==> config.mk <==
export PLATFORM = sky130hd
export DESIGN_NAME = sso_top
export DESIGN_NICKNAME = d
export VERILOG_FILES = /design/src/sso_top.v /design/src/sso_dout_map.v
export VERILOG_INCLUDE_DIRS = /design/src
export SDC_FILE = /design/constraint.sdc
export NUM_CORES = 1
export LEC_CHECK = 0
export BUFFER_PORTS_ARGS = -buffer_cell sky130_fd_sc_hd__buf_2
export CORE_ASPECT_RATIO = 0.7
export CORE_MARGIN = 5
export CORE_UTILIZATION = 59
export CTS_BUF_LIST = sky130_fd_sc_hd__clkbuf_16
export DETAILED_ROUTE_END_ITERATION = 12
export PLACE_DENSITY_LB_ADDON = 0.2
export SYNTH_ARGS = -nofsm -noshare
export SYNTH_HDL_FRONTEND = slang
export SYNTH_HIERARCHICAL = 1
export SYNTH_SLANG_ARGS = --single-unit
export TNS_END_PERCENT = 100
==> constraint.sdc <==
create_clock -name clk_i -period 6.8 [get_ports clk_i]
set_input_delay 1.36 -clock clk_i [delete_from_list [all_inputs] [get_ports clk_i]]
set_output_delay 1.36 -clock clk_i [all_outputs]
set_load 0.02 [all_outputs]
==> src/sso_map.vh <==
`ifndef SSO_MAP_VH
`define SSO_MAP_VH

// ****************************************
// Register byte offsets
// ****************************************
`define SSO_REG_CTRL 8'h00
`define SSO_REG_NEAR_ZERO_VELOCITY_OUT 8'h04
`define SSO_REG_ABOVE_SPEED_OUT 8'h08
`define SSO_REG_PWIN 8'h0C
`define SSO_REG_SWIN 8'h10
`define SSO_REG_DMAP 8'h14
`define SSO_REG_FLAG 8'h18
`define SSO_REG_ISTA 8'h1C
`define SSO_REG_IMSK 8'h20
`define SSO_REG_DOUT 8'h24

// ****************************************
// Reset values
// ****************************************
`define SSO_RST_MODE 3'h0
`define SSO_RST_NEAR_ZERO_VELOCITY_OUT 16'h000A
`define SSO_RST_ABOVE_SPEED_OUT 16'h0BB8
`define SSO_RST_PWIN 32'h00000064
`define SSO_RST_SWIN 16'h000A
`define SSO_RST_DMAP 24'h000000
`define SSO_RST_IMSK 3'h0

// ****************************************
// Operating modes
// ****************************************
`define SSO_MODE_PT 3'h0
`define SSO_MODE_S 3'h1
`define SSO_MODE_T 3'h2
`define SSO_MODE_SZ 3'h3
`define SSO_MODE_TZ 3'h4
`define SSO_MODE_PT_S 3'h5
`define SSO_MODE_PT_T 3'h6
`define SSO_MODE_S_T 3'h7

// ****************************************
// Output function codes, 0 = mode default
// ****************************************
`define SSO_FN_DEF 4'h0
`define SSO_FN_READY 4'h1
`define SSO_FN_SERVO 4'h2
`define SSO_FN_ZERO 4'h3
`define SSO_FN_ABOVE 4'h4
`define SSO_FN_INPOS 4'h5
`define SSO_FN_TQL 4'h6
`define SSO_FN_FAULT 4'h7
`define SSO_FN_BRAKE 4'h8
`define SSO_FN_OLW 4'h9
`define SSO_FN_WARN 4'hA
`define SSO_FN_VMATCH 4'hB
`define SSO_FN_NONE 4'hF

// ****************************************
// Field layout
// ****************************************
`define SSO_NUM_FN 12
`define SSO_NUM_DO 6
`define SSO_IRQ_FAULT 0
`define SSO_IRQ_WARN 1
`define SSO_IRQ_OLW 2

`endif

==> src/sso_top.v <==
`timescale 1ns/10ps
`include "sso_map.vh"

module sso_top #(
   parameter SPD_W = 16,
   parameter POS_W = 32,
   parameter NUM_DO = 6
) (
   input wire clk_i,                        // 100 MHz control clock
   input wire rst_i,                        // Synchronous reset, active high
   input wire ce_i,                         // Clock enable, freezes all state
   input wire [5:0] avs_address_i,          // Avalon word address
   input wire avs_read_i,                   // Avalon read
   input wire avs_write_i,                  // Avalon write
   input wire [31:0] avs_writedata_i,       // Avalon write data
   input wire [3:0] avs_byteenable_i,       // Avalon byte enables
   output wire [31:0] avs_readdata_o,       // Avalon read data
   output wire avs_waitrequest_o,           // Avalon wait request
   input wire power_good_i,                 // Supply present, pin
   input wire servo_on_i,                   // Servo-on digital input, pin
   input wire ctrl_alarm_i,                 // Control circuit alarm
   input wire pwr_alarm_i,                  // Motor power circuit alarm
   input wire other_alarm_i,                // Any other alarm
   input wire fwd_limit_i,                  // Forward limit
   input wire rev_limit_i,                  // Reverse limit
   input wire estop_i,                      // Emergency stop
   input wire comm_err_i,                   // Communication error
   input wire undervolt_i,                  // Undervoltage
   input wire servo_ok_i,                   // Servo circuit operating normally
   input wire torque_limiting_i,            // Torque limiter active
   input wire overload_reached_i,           // Overload level reached
   input wire brake_release_i,              // Brake release request
   input wire signed [SPD_W-1:0] fb_speed_i,   // Feedback speed, r/min
   input wire signed [SPD_W-1:0] cmd_speed_i,  // Commanded speed, r/min
   input wire signed [POS_W-1:0] pos_err_i,    // Position deviation, pulses
   output reg drive_ready_out_o,            // Ready flag
   output reg servo_enable_out_o,           // Servo enabled flag
   output reg near_zero_velocity_out_o,     // Near zero speed flag
   output reg above_speed_out_o,            // Above speed flag
   output reg in_position_out_o,            // In position flag
   output reg torque_limit_active_out_o,    // Torque limiting flag
   output reg fault_flag_out_o,             // Fault flag
   output reg brake_control_out_o,          // Brake contact control
   output reg overload_level_out_o,         // Overload level flag
   output reg caution_out_o,                // Caution flag
   output reg velocity_match_out_o,         // Speed match flag
   output reg [NUM_DO-1:0] do_o,            // Output terminals
   output wire irq_o                        // Level interrupt
);

   // ****************************************
   // Pin synchronisers
   // ****************************************
   reg [1:0] pg_sync_ff;
   reg [1:0] son_sync_ff;

   // Two stages; only the second stage feeds logic
   always @(posedge clk_i) begin
      if (rst_i) begin
         pg_sync_ff <= 2'h0;
         son_sync_ff <= 2'h0;
      end else if (ce_i) begin
         pg_sync_ff <= {pg_sync_ff[0], power_good_i};
         son_sync_ff <= {son_sync_ff[0], servo_on_i};
      end
   end

   // ****************************************
   // Registers
   // ****************************************
   reg [2:0] mode_ff;
   reg [SPD_W-1:0] near_zero_velocity_out_ff;
   reg [SPD_W-1:0] above_speed_out_ff;
   reg [POS_W-1:0] pwin_ff;
   reg [SPD_W-1:0] swin_ff;
   reg [4*NUM_DO-1:0] dmap_ff;
   reg [2:0] ista_ff;
   reg [2:0] imsk_ff;
   reg ack_ff;
   reg [31:0] rdata_ff;
   reg [2:0] evt_prev_ff;

   wire [7:0] byte_addr;
   wire req;
   wire wr_go;
   wire [31:0] wmask;
   wire [31:0] wdat;

   assign byte_addr = {avs_address_i, 2'b00};
   assign req = avs_read_i | avs_write_i;
   // One wait cycle per access so read data come from a flop
   assign avs_waitrequest_o = req & ~ack_ff;
   assign wr_go = avs_write_i & ~ack_ff & ce_i;
   assign wmask = {{8{avs_byteenable_i[3]}}, {8{avs_byteenable_i[2]}},
                   {8{avs_byteenable_i[1]}}, {8{avs_byteenable_i[0]}}};
   assign avs_readdata_o = rdata_ff;

   // ****************************************
   // Comparisons and flags
   // ****************************************
   function [POS_W-1:0] mag;
      input [POS_W-1:0] v;
      begin
         mag = v[POS_W-1] ? (~v + 1'b1) : v;
      end
   endfunction

   wire [POS_W-1:0] spd_mag;
   wire [POS_W-1:0] sdiff_mag;
   wire [POS_W-1:0] perr_mag;
   wire signed [SPD_W:0] sdiff;
   wire caution_cond;
   wire pos_mode;
   wire trq_mode;
   wire spd_mode;
   reg [`SSO_NUM_FN-1:0] fn;
   wire [NUM_DO-1:0] do_nxt;
   wire [2:0] evt;

   // Sign extension keeps one magnitude function for all widths
   assign spd_mag = mag({{(POS_W-SPD_W){fb_speed_i[SPD_W-1]}}, fb_speed_i});
   assign sdiff = {cmd_speed_i[SPD_W-1], cmd_speed_i} - {fb_speed_i[SPD_W-1], fb_speed_i};
   assign sdiff_mag = mag({{(POS_W-SPD_W-1){sdiff[SPD_W]}}, sdiff});
   assign perr_mag = mag(pos_err_i);
   assign caution_cond = fwd_limit_i | rev_limit_i | estop_i | comm_err_i | undervolt_i;
   assign pos_mode = (mode_ff == `SSO_MODE_PT) || (mode_ff == `SSO_MODE_PT_S) ||
                     (mode_ff == `SSO_MODE_PT_T);
   assign trq_mode = (mode_ff == `SSO_MODE_T) || (mode_ff == `SSO_MODE_TZ);
   assign spd_mode = (mode_ff == `SSO_MODE_S) || (mode_ff == `SSO_MODE_SZ);

   // Fresh flag set from current inputs each cycle
   always @* begin
      fn = {`SSO_NUM_FN{1'b0}};
      fn[`SSO_FN_READY] = pg_sync_ff[1] & ~ctrl_alarm_i & ~pwr_alarm_i;
      fn[`SSO_FN_SERVO] = son_sync_ff[1] & servo_ok_i;
      fn[`SSO_FN_ZERO] = spd_mag < {{(POS_W-SPD_W){1'b0}}, near_zero_velocity_out_ff};
      fn[`SSO_FN_ABOVE] = spd_mag > {{(POS_W-SPD_W){1'b0}}, above_speed_out_ff};
      fn[`SSO_FN_INPOS] = pos_mode & (perr_mag < pwin_ff);
      fn[`SSO_FN_TQL] = ~trq_mode & torque_limiting_i;
      fn[`SSO_FN_FAULT] = ctrl_alarm_i | pwr_alarm_i | other_alarm_i;
      fn[`SSO_FN_BRAKE] = brake_release_i & son_sync_ff[1] & servo_ok_i;
      fn[`SSO_FN_OLW] = overload_reached_i;
      fn[`SSO_FN_WARN] = caution_cond;
      fn[`SSO_FN_VMATCH] = spd_mode &
                           (sdiff_mag < {{(POS_W-SPD_W){1'b0}}, swin_ff});
   end

   sso_dout_map #(
      .NUM_DO(NUM_DO)
   ) u_map (
      .func_i(fn),
      .map_i(dmap_ff),
      .mode_i(mode_ff),
      .do_o(do_nxt)
   );

   // Flags registered every enabled cycle, no holdover
   always @(posedge clk_i) begin
      if (rst_i) begin
         drive_ready_out_o <= 1'b0;
         servo_enable_out_o <= 1'b0;
         near_zero_velocity_out_o <= 1'b0;
         above_speed_out_o <= 1'b0;
         in_position_out_o <= 1'b0;
         torque_limit_active_out_o <= 1'b0;
         fault_flag_out_o <= 1'b0;
         brake_control_out_o <= 1'b0;
         overload_level_out_o <= 1'b0;
         caution_out_o <= 1'b0;
         velocity_match_out_o <= 1'b0;
         do_o <= {NUM_DO{1'b0}};
      end else if (ce_i) begin
         drive_ready_out_o <= fn[`SSO_FN_READY];
         servo_enable_out_o <= fn[`SSO_FN_SERVO];
         near_zero_velocity_out_o <= fn[`SSO_FN_ZERO];
         above_speed_out_o <= fn[`SSO_FN_ABOVE];
         in_position_out_o <= fn[`SSO_FN_INPOS];
         torque_limit_active_out_o <= fn[`SSO_FN_TQL];
         fault_flag_out_o <= fn[`SSO_FN_FAULT];
         brake_control_out_o <= fn[`SSO_FN_BRAKE];
         overload_level_out_o <= fn[`SSO_FN_OLW];
         caution_out_o <= fn[`SSO_FN_WARN];
         velocity_match_out_o <= fn[`SSO_FN_VMATCH];
         do_o <= do_nxt;
      end
   end

   // ****************************************
   // Interrupt events
   // ****************************************
   assign evt = {fn[`SSO_FN_OLW], fn[`SSO_FN_WARN], fn[`SSO_FN_FAULT]};
   assign irq_o = |(ista_ff & imsk_ff);

   // Rising edges set sticky bits; set beats a same-cycle clear
   always @(posedge clk_i) begin
      if (rst_i) begin
         evt_prev_ff <= 3'h0;
         ista_ff <= 3'h0;
      end else if (ce_i) begin
         evt_prev_ff <= evt;
         if (wr_go && byte_addr == `SSO_REG_ISTA && avs_byteenable_i[0])
            ista_ff <= (ista_ff & ~avs_writedata_i[2:0]) | (evt & ~evt_prev_ff);
         else
            ista_ff <= ista_ff | (evt & ~evt_prev_ff);
      end
   end

   // ****************************************
   // Avalon slave
   // ****************************************
   // Writes land at the first sampling edge, answer one cycle later
   always @(posedge clk_i) begin
      if (rst_i) begin
         ack_ff <= 1'b0;
         rdata_ff <= 32'h00000000;
         mode_ff <= `SSO_RST_MODE;
         near_zero_velocity_out_ff <= `SSO_RST_NEAR_ZERO_VELOCITY_OUT;
         above_speed_out_ff <= `SSO_RST_ABOVE_SPEED_OUT;
         pwin_ff <= `SSO_RST_PWIN;
         swin_ff <= `SSO_RST_SWIN;
         dmap_ff <= `SSO_RST_DMAP;
         imsk_ff <= `SSO_RST_IMSK;
      end else if (ce_i) begin
         ack_ff <= req & ~ack_ff;
         if (wr_go) begin
            case (byte_addr)
               `SSO_REG_CTRL: if (avs_byteenable_i[0]) mode_ff <= avs_writedata_i[2:0];
               `SSO_REG_NEAR_ZERO_VELOCITY_OUT: near_zero_velocity_out_ff <= (near_zero_velocity_out_ff & ~wmask[SPD_W-1:0]) |
                                         (avs_writedata_i[SPD_W-1:0] & wmask[SPD_W-1:0]);
               `SSO_REG_ABOVE_SPEED_OUT: above_speed_out_ff <= (above_speed_out_ff & ~wmask[SPD_W-1:0]) |
                                         (avs_writedata_i[SPD_W-1:0] & wmask[SPD_W-1:0]);
               `SSO_REG_PWIN: pwin_ff <= (pwin_ff & ~wmask[POS_W-1:0]) |
                                         (avs_writedata_i[POS_W-1:0] & wmask[POS_W-1:0]);
               `SSO_REG_SWIN: swin_ff <= (swin_ff & ~wmask[SPD_W-1:0]) |
                                         (avs_writedata_i[SPD_W-1:0] & wmask[SPD_W-1:0]);
               `SSO_REG_DMAP: dmap_ff <= (dmap_ff & ~wmask[4*NUM_DO-1:0]) |
                                 (avs_writedata_i[4*NUM_DO-1:0] & wmask[4*NUM_DO-1:0]);
               `SSO_REG_IMSK: if (avs_byteenable_i[0]) imsk_ff <= avs_writedata_i[2:0];
               default: mode_ff <= mode_ff;
            endcase
         end
         // Unmapped reads answer zero
         if (avs_read_i && !ack_ff) begin
            rdata_ff <= 32'h00000000;
            case (byte_addr)
               `SSO_REG_CTRL: rdata_ff[2:0] <= mode_ff;
               `SSO_REG_NEAR_ZERO_VELOCITY_OUT: rdata_ff[SPD_W-1:0] <= near_zero_velocity_out_ff;
               `SSO_REG_ABOVE_SPEED_OUT: rdata_ff[SPD_W-1:0] <= above_speed_out_ff;
               `SSO_REG_PWIN: rdata_ff[POS_W-1:0] <= pwin_ff;
               `SSO_REG_SWIN: rdata_ff[SPD_W-1:0] <= swin_ff;
               `SSO_REG_DMAP: rdata_ff[4*NUM_DO-1:0] <= dmap_ff;
               `SSO_REG_FLAG: rdata_ff[`SSO_NUM_FN-1:0] <= fn;
               `SSO_REG_ISTA: rdata_ff[2:0] <= ista_ff;
               `SSO_REG_IMSK: rdata_ff[2:0] <= imsk_ff;
               `SSO_REG_DOUT: rdata_ff[NUM_DO-1:0] <= do_o;
               default: rdata_ff <= 32'h00000000;
            endcase
         end
      end
   end

endmodule

==> src/sso_dout_map.v <==
`timescale 1ns/10ps
`include "sso_map.vh"

// ****************************************
// Terminal function routing
// ****************************************
module sso_dout_map #(
   parameter NUM_DO = 6
) (
   input wire [`SSO_NUM_FN-1:0] func_i,   // Function flags by code
   input wire [4*NUM_DO-1:0] map_i,       // Per-terminal function codes
   input wire [2:0] mode_i,               // Operating mode
   output wire [NUM_DO-1:0] do_o          // Terminal levels
);

   // Factory assignment per terminal, shifts with the mode
   function [3:0] dflt_fn;
      input integer term;
      input [2:0] mode;
      reg pos_mode;
      begin
         pos_mode = (mode == `SSO_MODE_PT) || (mode == `SSO_MODE_PT_S) ||
                    (mode == `SSO_MODE_PT_T);
         case (term)
            0: dflt_fn = `SSO_FN_READY;
            1: dflt_fn = `SSO_FN_ZERO;
            2: dflt_fn = pos_mode ? `SSO_FN_NONE : `SSO_FN_ABOVE;
            3: dflt_fn = pos_mode ? `SSO_FN_INPOS : `SSO_FN_NONE;
            4: dflt_fn = `SSO_FN_FAULT;
            default: dflt_fn = `SSO_FN_NONE;
         endcase
      end
   endfunction

   genvar g;
   generate
      for (g = 0; g < NUM_DO; g = g + 1) begin : g_term
         wire [3:0] sel;
         wire [3:0] eff;
         assign sel = map_i[4*g+3:4*g];
         // Zero keeps the default, anything else overrides it
         assign eff = (sel == `SSO_FN_DEF) ? dflt_fn(g, mode_i) : sel;
         // Codes beyond the function set drive the terminal off
         assign do_o[g] = (eff < `SSO_NUM_FN) ? func_i[eff] : 1'b0;
      end
   endgenerate

endmodule

==> results of run 1 <==
worst min-delay path by stage:
stage,start,slack (ns),end,depth (start not counted)
after floorplan,flip-flop,0.43,flip-flop,2
after global placement,avs_readdata_o[30],0.44,avs_readdata_o[30],2
after detailed placement,flip-flop,0.45,flip-flop,2
after CTS,flip-flop,0.45,flip-flop,2
after global routing,flip-flop,0.48,flip-flop,2
final,flip-flop,0.45,flip-flop,2
critical path, cell delays in order:
cell and delay, ns:
buf_2 0.11, ha_1 0.22, fa_1 0.44, xnor2_1 0.24, a211o_1 0.31, a22o_1 0.21, or2_2 0.33, nor4b_1 0.48
a21oi_1 0.19, xnor2_1 0.20, ha_1 0.27, a21oi_1 0.18, nor2b_1 0.06, o21ai_0 0.12, nor4bb_1 0.28, o211ai_1 0.19
nor2_1 0.14, buf_4 0.18, nor2_1 0.06, a2111oi_0 0.31, o32a_1 0.22, mux2i_1 0.07, nor2_1 0.10
routing by layer:
layer	GRT usage (%)	vias to the layer above
met3	6.99	85
met5	0	-
li1	-	5577
met1	46.8	5549
met2	48.4	657
met4	8.89	0
layout make-up:
cell class	instances	area, µm²	share of cell area (%)
clock buffer	17	425	3.18
inverter	123	462	3.46
tap	270	338	2.53
clock inverter	13	134	1.00
sequential	167	3340	25.0
multi-input combinational	1130	7690	57.6
timing repair buffer	187	968	7.25
kinds of logic after synthesis:
group,Yosys count,synth area share (%)
other,1,0.0320
flip-flops,167,28.5
adder cells (fa/ha/maj),97,10.4
multiplexers,105,9.35
AND/OR/NAND/NOR,493,20.0
buffers and inverters,184,5.98
AO/OA/AOI/OAI,366,20.6
XOR/XNOR,68,5.14
power breakdown:
| part | switching, µW | internal (µW) |
|---|---|---|
| Clock | 418 | 535 |
| Sequential | 12.0 | 994 |
| Combinational | 340 | 234 |
| Total | 770 | 1760 |
placed cells by master (no fill, tap or decap), types with 58 or more instances in the layout:
master	Yosys	final
inv_1	123	124
buf_2	8	174
mux2i_1	96	96
dfxtp_1	167	167
xnor2_1	58	58
nand2_1	141	141
nor2_1	166	165
o21ai_0	66	66
ha_1	96	96
a21oi_1	107	107
cell usage after synthesis, drive strengths merged (13+ instances only):
cell | instances | area [µm²]
a21o | 24 | 181
a21oi | 108 | 544
a221oi | 15 | 131
a222oi | 13 | 130
buf | 15 | 66.3
clkbuf | 46 | 173
dfxtp | 167 | 3340
ha | 96 | 1200
inv | 123 | 462
mux2i | 96 | 961
nand2 | 141 | 529
nand2b | 17 | 106
nand3 | 25 | 125
nand4 | 17 | 106
nor2 | 167 | 629
nor2b | 18 | 120
nor3 | 33 | 170
o211ai | 21 | 158
o21ai | 70 | 350
o31ai | 19 | 143
or3 | 14 | 87.6
xnor2 | 59 | 524
stage by stage:
step | setup WS (ns) | total power [µW] | std cells
after floorplan | 1.09 | 1410 | 1481
after global placement | 0.712 | 1570 | 1877
after detailed placement | 0.507 | 1590 | 1877
after CTS | 0.946 | 2520 | 1907
after global routing | 0.471 | 2630 | 1907
final | 0.863 | 2530 | 1907
==> impl_metrics.csv, run 1 <==
group,metric,value,unit
outcome,status,"finished clean",
clock_tree,cts_resized,0,
drt,met1Wirelength,16.7,mm
clock_tree,cts_tree,"built",
placement,io_buffers,175,
yosys,ys_seq_elements,167,
worst_setup_path,regToRegSetupSlack,2.90,ns
final_layout,area_growth,13.9,%
floorplan,die_h,128,µm
clock_tree,cts-buffers-inserted,17,
worst_setup_path,worstSetupEndpoint,"do_o[5]",
floorplan,core_area,19700,µm²
worst_setup_path,crit_type,"in2reg",
global_route,antenna_found_initial,0,
final_layout,nFillCells,1744,
placement,dp_hpwl,28.3,mm
clock_tree,root_buffer,"clkbuf_16",
drt,ant_nets,0,
pwr,p_leak,0.00551,µW
worst_setup_path,r2r_end,"do_o[1]",
drt,drc_errors,0,
sta,max_freq,168,MHz
drt,wl_met2,15.8,mm
sta,grt_setup_unrepaired,"false",
clock_tree,h-tree-depth,4,
yosys,synth_nets,1703,
sta,setup_violations,0,
drt,wire_per_inst,19.6,µm
sta,setup_tns,0,ns
final_layout,fin_area,13400,µm²
placement,placed_area,12800,µm²
sta,slew_violations,0,
yosys,ys.flop_type,"dfxtp_1",
pwr,cellPowerDensity,190,nW/µm²
global_route,grt_max_degree,89,
drt,vias,11900,
floorplan,die_area,22800,µm²
final_layout,drive_above_1_share,14.8,%
placement,place_congestion,0.960,
floorplan,ios,176,
global_route,grt_pass1_wl,58.6,mm
worst_setup_path,critical_path_arrival,6.30,ns
yosys,synth_warnings,6,
worst_setup_path,cp-end-kind,"flip-flop",
final_layout,nets,1848,
worst_setup_path,r2r_cells,16,
yosys,synth_area_per_cell,7.92,µm²
global_route,grt_overflow,0,
global_route,grt_pass1_vias,11200,
drt,wl,37.4,mm
yosys,synth_area,11700,µm²
clock_tree,worstSkewPairLatency,0.44,ns
yosys,netlist_instances,1481,
global_route,grtUsageTotal,32.2,%
sta,final.setup_skew,0.00728,ns
hold_path,hp-class,"reg2reg",
sta,max-slew-margin-rel,26.3,%
drt,route.met3.wl,4.05,mm
clock_tree,post_cts_buffers,0,
worst_setup_path,critPathMaxFanout,7,
worst_setup_path,cp-startpoint,"fb_speed_i[0]",
final_layout,fin_util,67.8,%
yosys,synth_edf_count,0,
sta,hold_violations,0,
job,max_cap_violations,0,
worst_setup_path,required,7.17,ns
clock_tree,cts_num_sinks,167,
sta,finalCriticalPeriod,5.94,ns
sta,holdWs,0.451,ns
pwr,vdd_drop_max,177,µV
floorplan,die_x,178,µm
yosys,synth.distinct_cells,80,
drt,drt-initial-drc-count,1382,
sta,period_share,87.3,%
final_layout,n_antenna_cell,0,
clock_tree,cts_hold_buf,0,
floorplan,start_util,59.5,%
drt,routed_via_density,6.22,
yosys,ys_seq_area_share,28.5,%
clock_tree,clock_path_buffers,2,
floorplan,rows,43,
worst_setup_path,critPathLaunchType,"input pin",
drt,top_layer_used,"met4",
sta,tightest_slew,1.10,ns
clock_tree,clk_transition_reported_paths,0.07,ns
yosys,synthArstFlopShare,0,%
drt,first_pass_iters,6,
Note: power is estimated with default switching activity, not from simulation.
==> run 2: changes to the inputs <==
- SYNTH_HIERARCHICAL: 1 -> default
==> run 2 against run 1 <==
  * Global-route usage is 1.7 points higher
  * Setup slack better by 0.075 ns
  * Design area is 0.84% higher
  * Via count is 4.3% higher
  * Highest routed layer unchanged
==> impl_metrics.csv, run 2 <==
group,metric,value,unit
sta,finalCriticalPeriod,5.86,ns
final_layout,n_antenna_cell,0,
clock_tree,clock_path_buffers,2,
sta,period_share,86.2,%
sta,max-slew-margin-rel,26.6,%
final_layout,final_common_cell,"nand2_1",
global_route,global_route.usage.met1,50.6,%
drt,ant_nets,0,
clock_tree,cts-buffers-inserted,17,
global_route,antenna_found_initial,0,
drt,drc_errors,0,
sta,setup_tns,0,ns
drt,first_pass_iters,6,
placement,io_buffers,175,
worst_setup_path,cp-end-kind,"flip-flop",
worst_setup_path,r2r_end,"do_o[1]",
global_route,grt_max_degree,100,
pwr,vdd_drop_max,128,µV
worst_setup_path,critPathMaxFanout,5,
global_route,grt_use_met3,10.0,%
yosys,synth_xor_area_share,5.10,%
yosys,ys_seq_area_share,28.2,%
yosys,synth_top_area_cell,"dfxtp_1",
yosys,ys_seq_elements,167,
yosys,netlist_instances,1574,
placement,dp_hpwl,31.1,mm
global_route,grtUsageTotal,33.9,%
clock_tree,h-tree-depth,4,
yosys,synth_area,11900,µm²
yosys,netlist.area_leader.share,28.2,%
worst_setup_path,required,7.09,ns
sta,hold_violations,0,
worst_setup_path,regToRegSetupSlack,3.68,ns
hold_path,hp-class,"reg2reg",
yosys,synth_nets,1796,
job,max_cap_violations,0,
pwr,cellPowerDensity,192,nW/µm²
worst_setup_path,critical_path_arrival,6.15,ns
sta,slew_violations,0,
yosys,synth_edf_count,0,
yosys,synthAdderAreaFrac,10.3,%
yosys,yosys-top-cells-count,"201 x nand2_1, 167 x dfxtp_1, 148 x nor2_1",
floorplan,rows,43,
sta,max_freq,171,MHz
yosys,synth_top_family_by_area,"compound AO/OA/AOI/OAI gates",
final_layout,nFillCells,1767,
sta,setup_violations,0,
final_layout,final_cell_mix,"201 x nand2_1, 174 x buf_2, 167 x dfxtp_1",
yosys,synth.distinct_cells,70,
clock_tree,cts_hold_buf,0,
final_layout,drive_above_1_share,14.0,%
worst_setup_path,cp-startpoint,"fb_speed_i[0]",
placement,place_congestion,0.985,
yosys,synth_area_per_cell,7.53,µm²
clock_tree,clk_transition_reported_paths,0.08,ns
drt,routed_via_density,6.25,
clock_tree,root_buffer,"clkbuf_16",
worst_setup_path,worstSetupEndpoint,"do_o[3]",
worst_setup_path,r2r_cells,10,
sta,tightest_slew,1.10,ns
worst_setup_path,crit_type,"in2reg",
floorplan,die_x,179,µm
sta,grt_setup_unrepaired,"false",
sta,final.setup_skew,0.0152,ns
yosys,synthArstFlopShare,0,%
drt,drt-initial-drc-count,1622,
global_route,grt_pass1_wl,62.7,mm
worst_setup_path,critPathLaunchType,"input pin",
pwr,p_leak,0.00528,µW
floorplan,die_area,23100,µm²
clock_tree,cts_tree,"built",
floorplan,core_area,19800,µm²
yosys,synth_compound_area_share,22.7,%
clock_tree,cts_num_sinks,167,
global_route,busiest_layer,"met1",
drt,wl,40.5,mm
floorplan,die_h,129,µm
global_route,grt_overflow,0,
global_route,use_met2,47.6,%
yosys,synth.area.mux_share,5.27,%
clock_tree,post_cts_buffers,0,
sta,holdWs,0.453,ns
clock_tree,worstSkewPairLatency,0.45,ns
yosys,ys_top_cells_by_area,"dfxtp_1 28%, ha_1 10%, nand2_1 6.4%, mux2i_1 5.0%, a21oi_1 4.9%",
final_layout,area_growth,13.6,%
yosys,yosys.area_share.simple,21.9,%
outcome,status,"finished clean",
final_layout,nets,1918,
drt,wire_per_inst,20.5,µm
clock_tree,cts_resized,0,
drt,vias,12400,
yosys,synth_most_common_cell,"nand2_1",
floorplan,ios,176,
yosys,synth_warnings,0,
floorplan,start_util,59.9,%
global_route,grt_pass1_vias,11400,
yosys,ys.flop_type,"dfxtp_1",
-- run 2: cell count changes after synthesis, sizes merged, moves of 8 or more --
cell    change
a21oi       +8
buf         -9
clkbuf     +36
mux2i      -37
nand2      +60
nand3      +33
nor2       -19
nor2b      -13
o21ai      +22
-- run 2: routing by layer --
metal / part of all wire, % / vias up
met2: 40 / 706
met1: 46 / 5728
met4: 2.1 / 0
met5: 0 / -
met3: 12 / 77
li1: - / 5864
-- run 2: metrics by stage --
step / instances / setup slack, ns / instance area, µm² / utilization (%) / total power [µW]
2_1_floorplan: 1574 / 1.10 / 11900 / - / 1410
3_3_place_gp: 1947 / 0.685 / 12900 / 65.0 / 1600
3_5_place_dp: 1947 / 0.563 / 12900 / 65.0 / 1610
4_1_cts: 1979 / 0.987 / 13500 / 68.0 / 2570
5_1_grt: 1979 / 0.609 / 13500 / 68.0 / 2690
6_report: 1979 / 0.937 / 13500 / 68.0 / 2590
-- run 2: worst min path at each step --
| stage | cells after the start | startpoint | end |
|---|---|---|---|
| floorplan | 2 | flip-flop | flip-flop |
| global placement | 2 | avs_readdata_o[31] | avs_readdata_o[31] |
| detailed placement | 2 | avs_readdata_o[27] | avs_readdata_o[27] |
| CTS | 2 | avs_readdata_o[24] | avs_readdata_o[24] |
| global route | 2 | flip-flop | flip-flop |
| finish | 2 | avs_readdata_o[24] | avs_readdata_o[24] |
-- run 2: critical path, cell delays in order --
cell and delay [ns]:
buf_2 0.14, ha_1 0.23, fa_1 0.40, nand2b_1 0.20, a21bo_2 0.23, a211oi_1 0.33
o21ai_0 0.23, a211o_1 0.35, or3_1 0.38, o31ai_1 0.31, xnor2_1 0.10, ha_1 0.32
nand4_1 0.14, or4b_2 0.63, a211oi_1 0.20, nor3_1 0.14, o21ai_1 0.28, o311ai_0 0.20
-- run 2: power by group --
part	switching [µW]	leakage [µW]	internal [µW]	total, µW
combinational	371	0.00364	229	600
clock	482	0.000290	498	981
sequential	11.9	0.00135	993	1010
-- run 2: layout make-up --
cell class / instances / area (µm²) / area share, %
Clock buffer: 17 / 425 / 3.16
Clock inverter: 15 / 175 / 1.30
Inverter: 116 / 435 / 3.23
Multi-Input combinational cell: 1203 / 7760 / 57.6
Sequential cell: 167 / 3340 / 24.8
Tap cell: 270 / 338 / 2.51
Timing Repair Buffer: 191 / 998 / 7.41
-- run 2: kinds of logic (layout without fill, tap and decap cells) --
| family | count (synthesis) | after routing |
|---|---|---|
| AOI/OAI and AO/OA | 413 | 413 |
| muxes | 61 | 61 |
| adders and majority gates | 97 | 97 |
| DFF | 167 | 167 |
| xor gates and xnor gates | 69 | 69 |
| and+or+nand+nor | 563 | 563 |
| buffers and inverters | 204 | 339 |
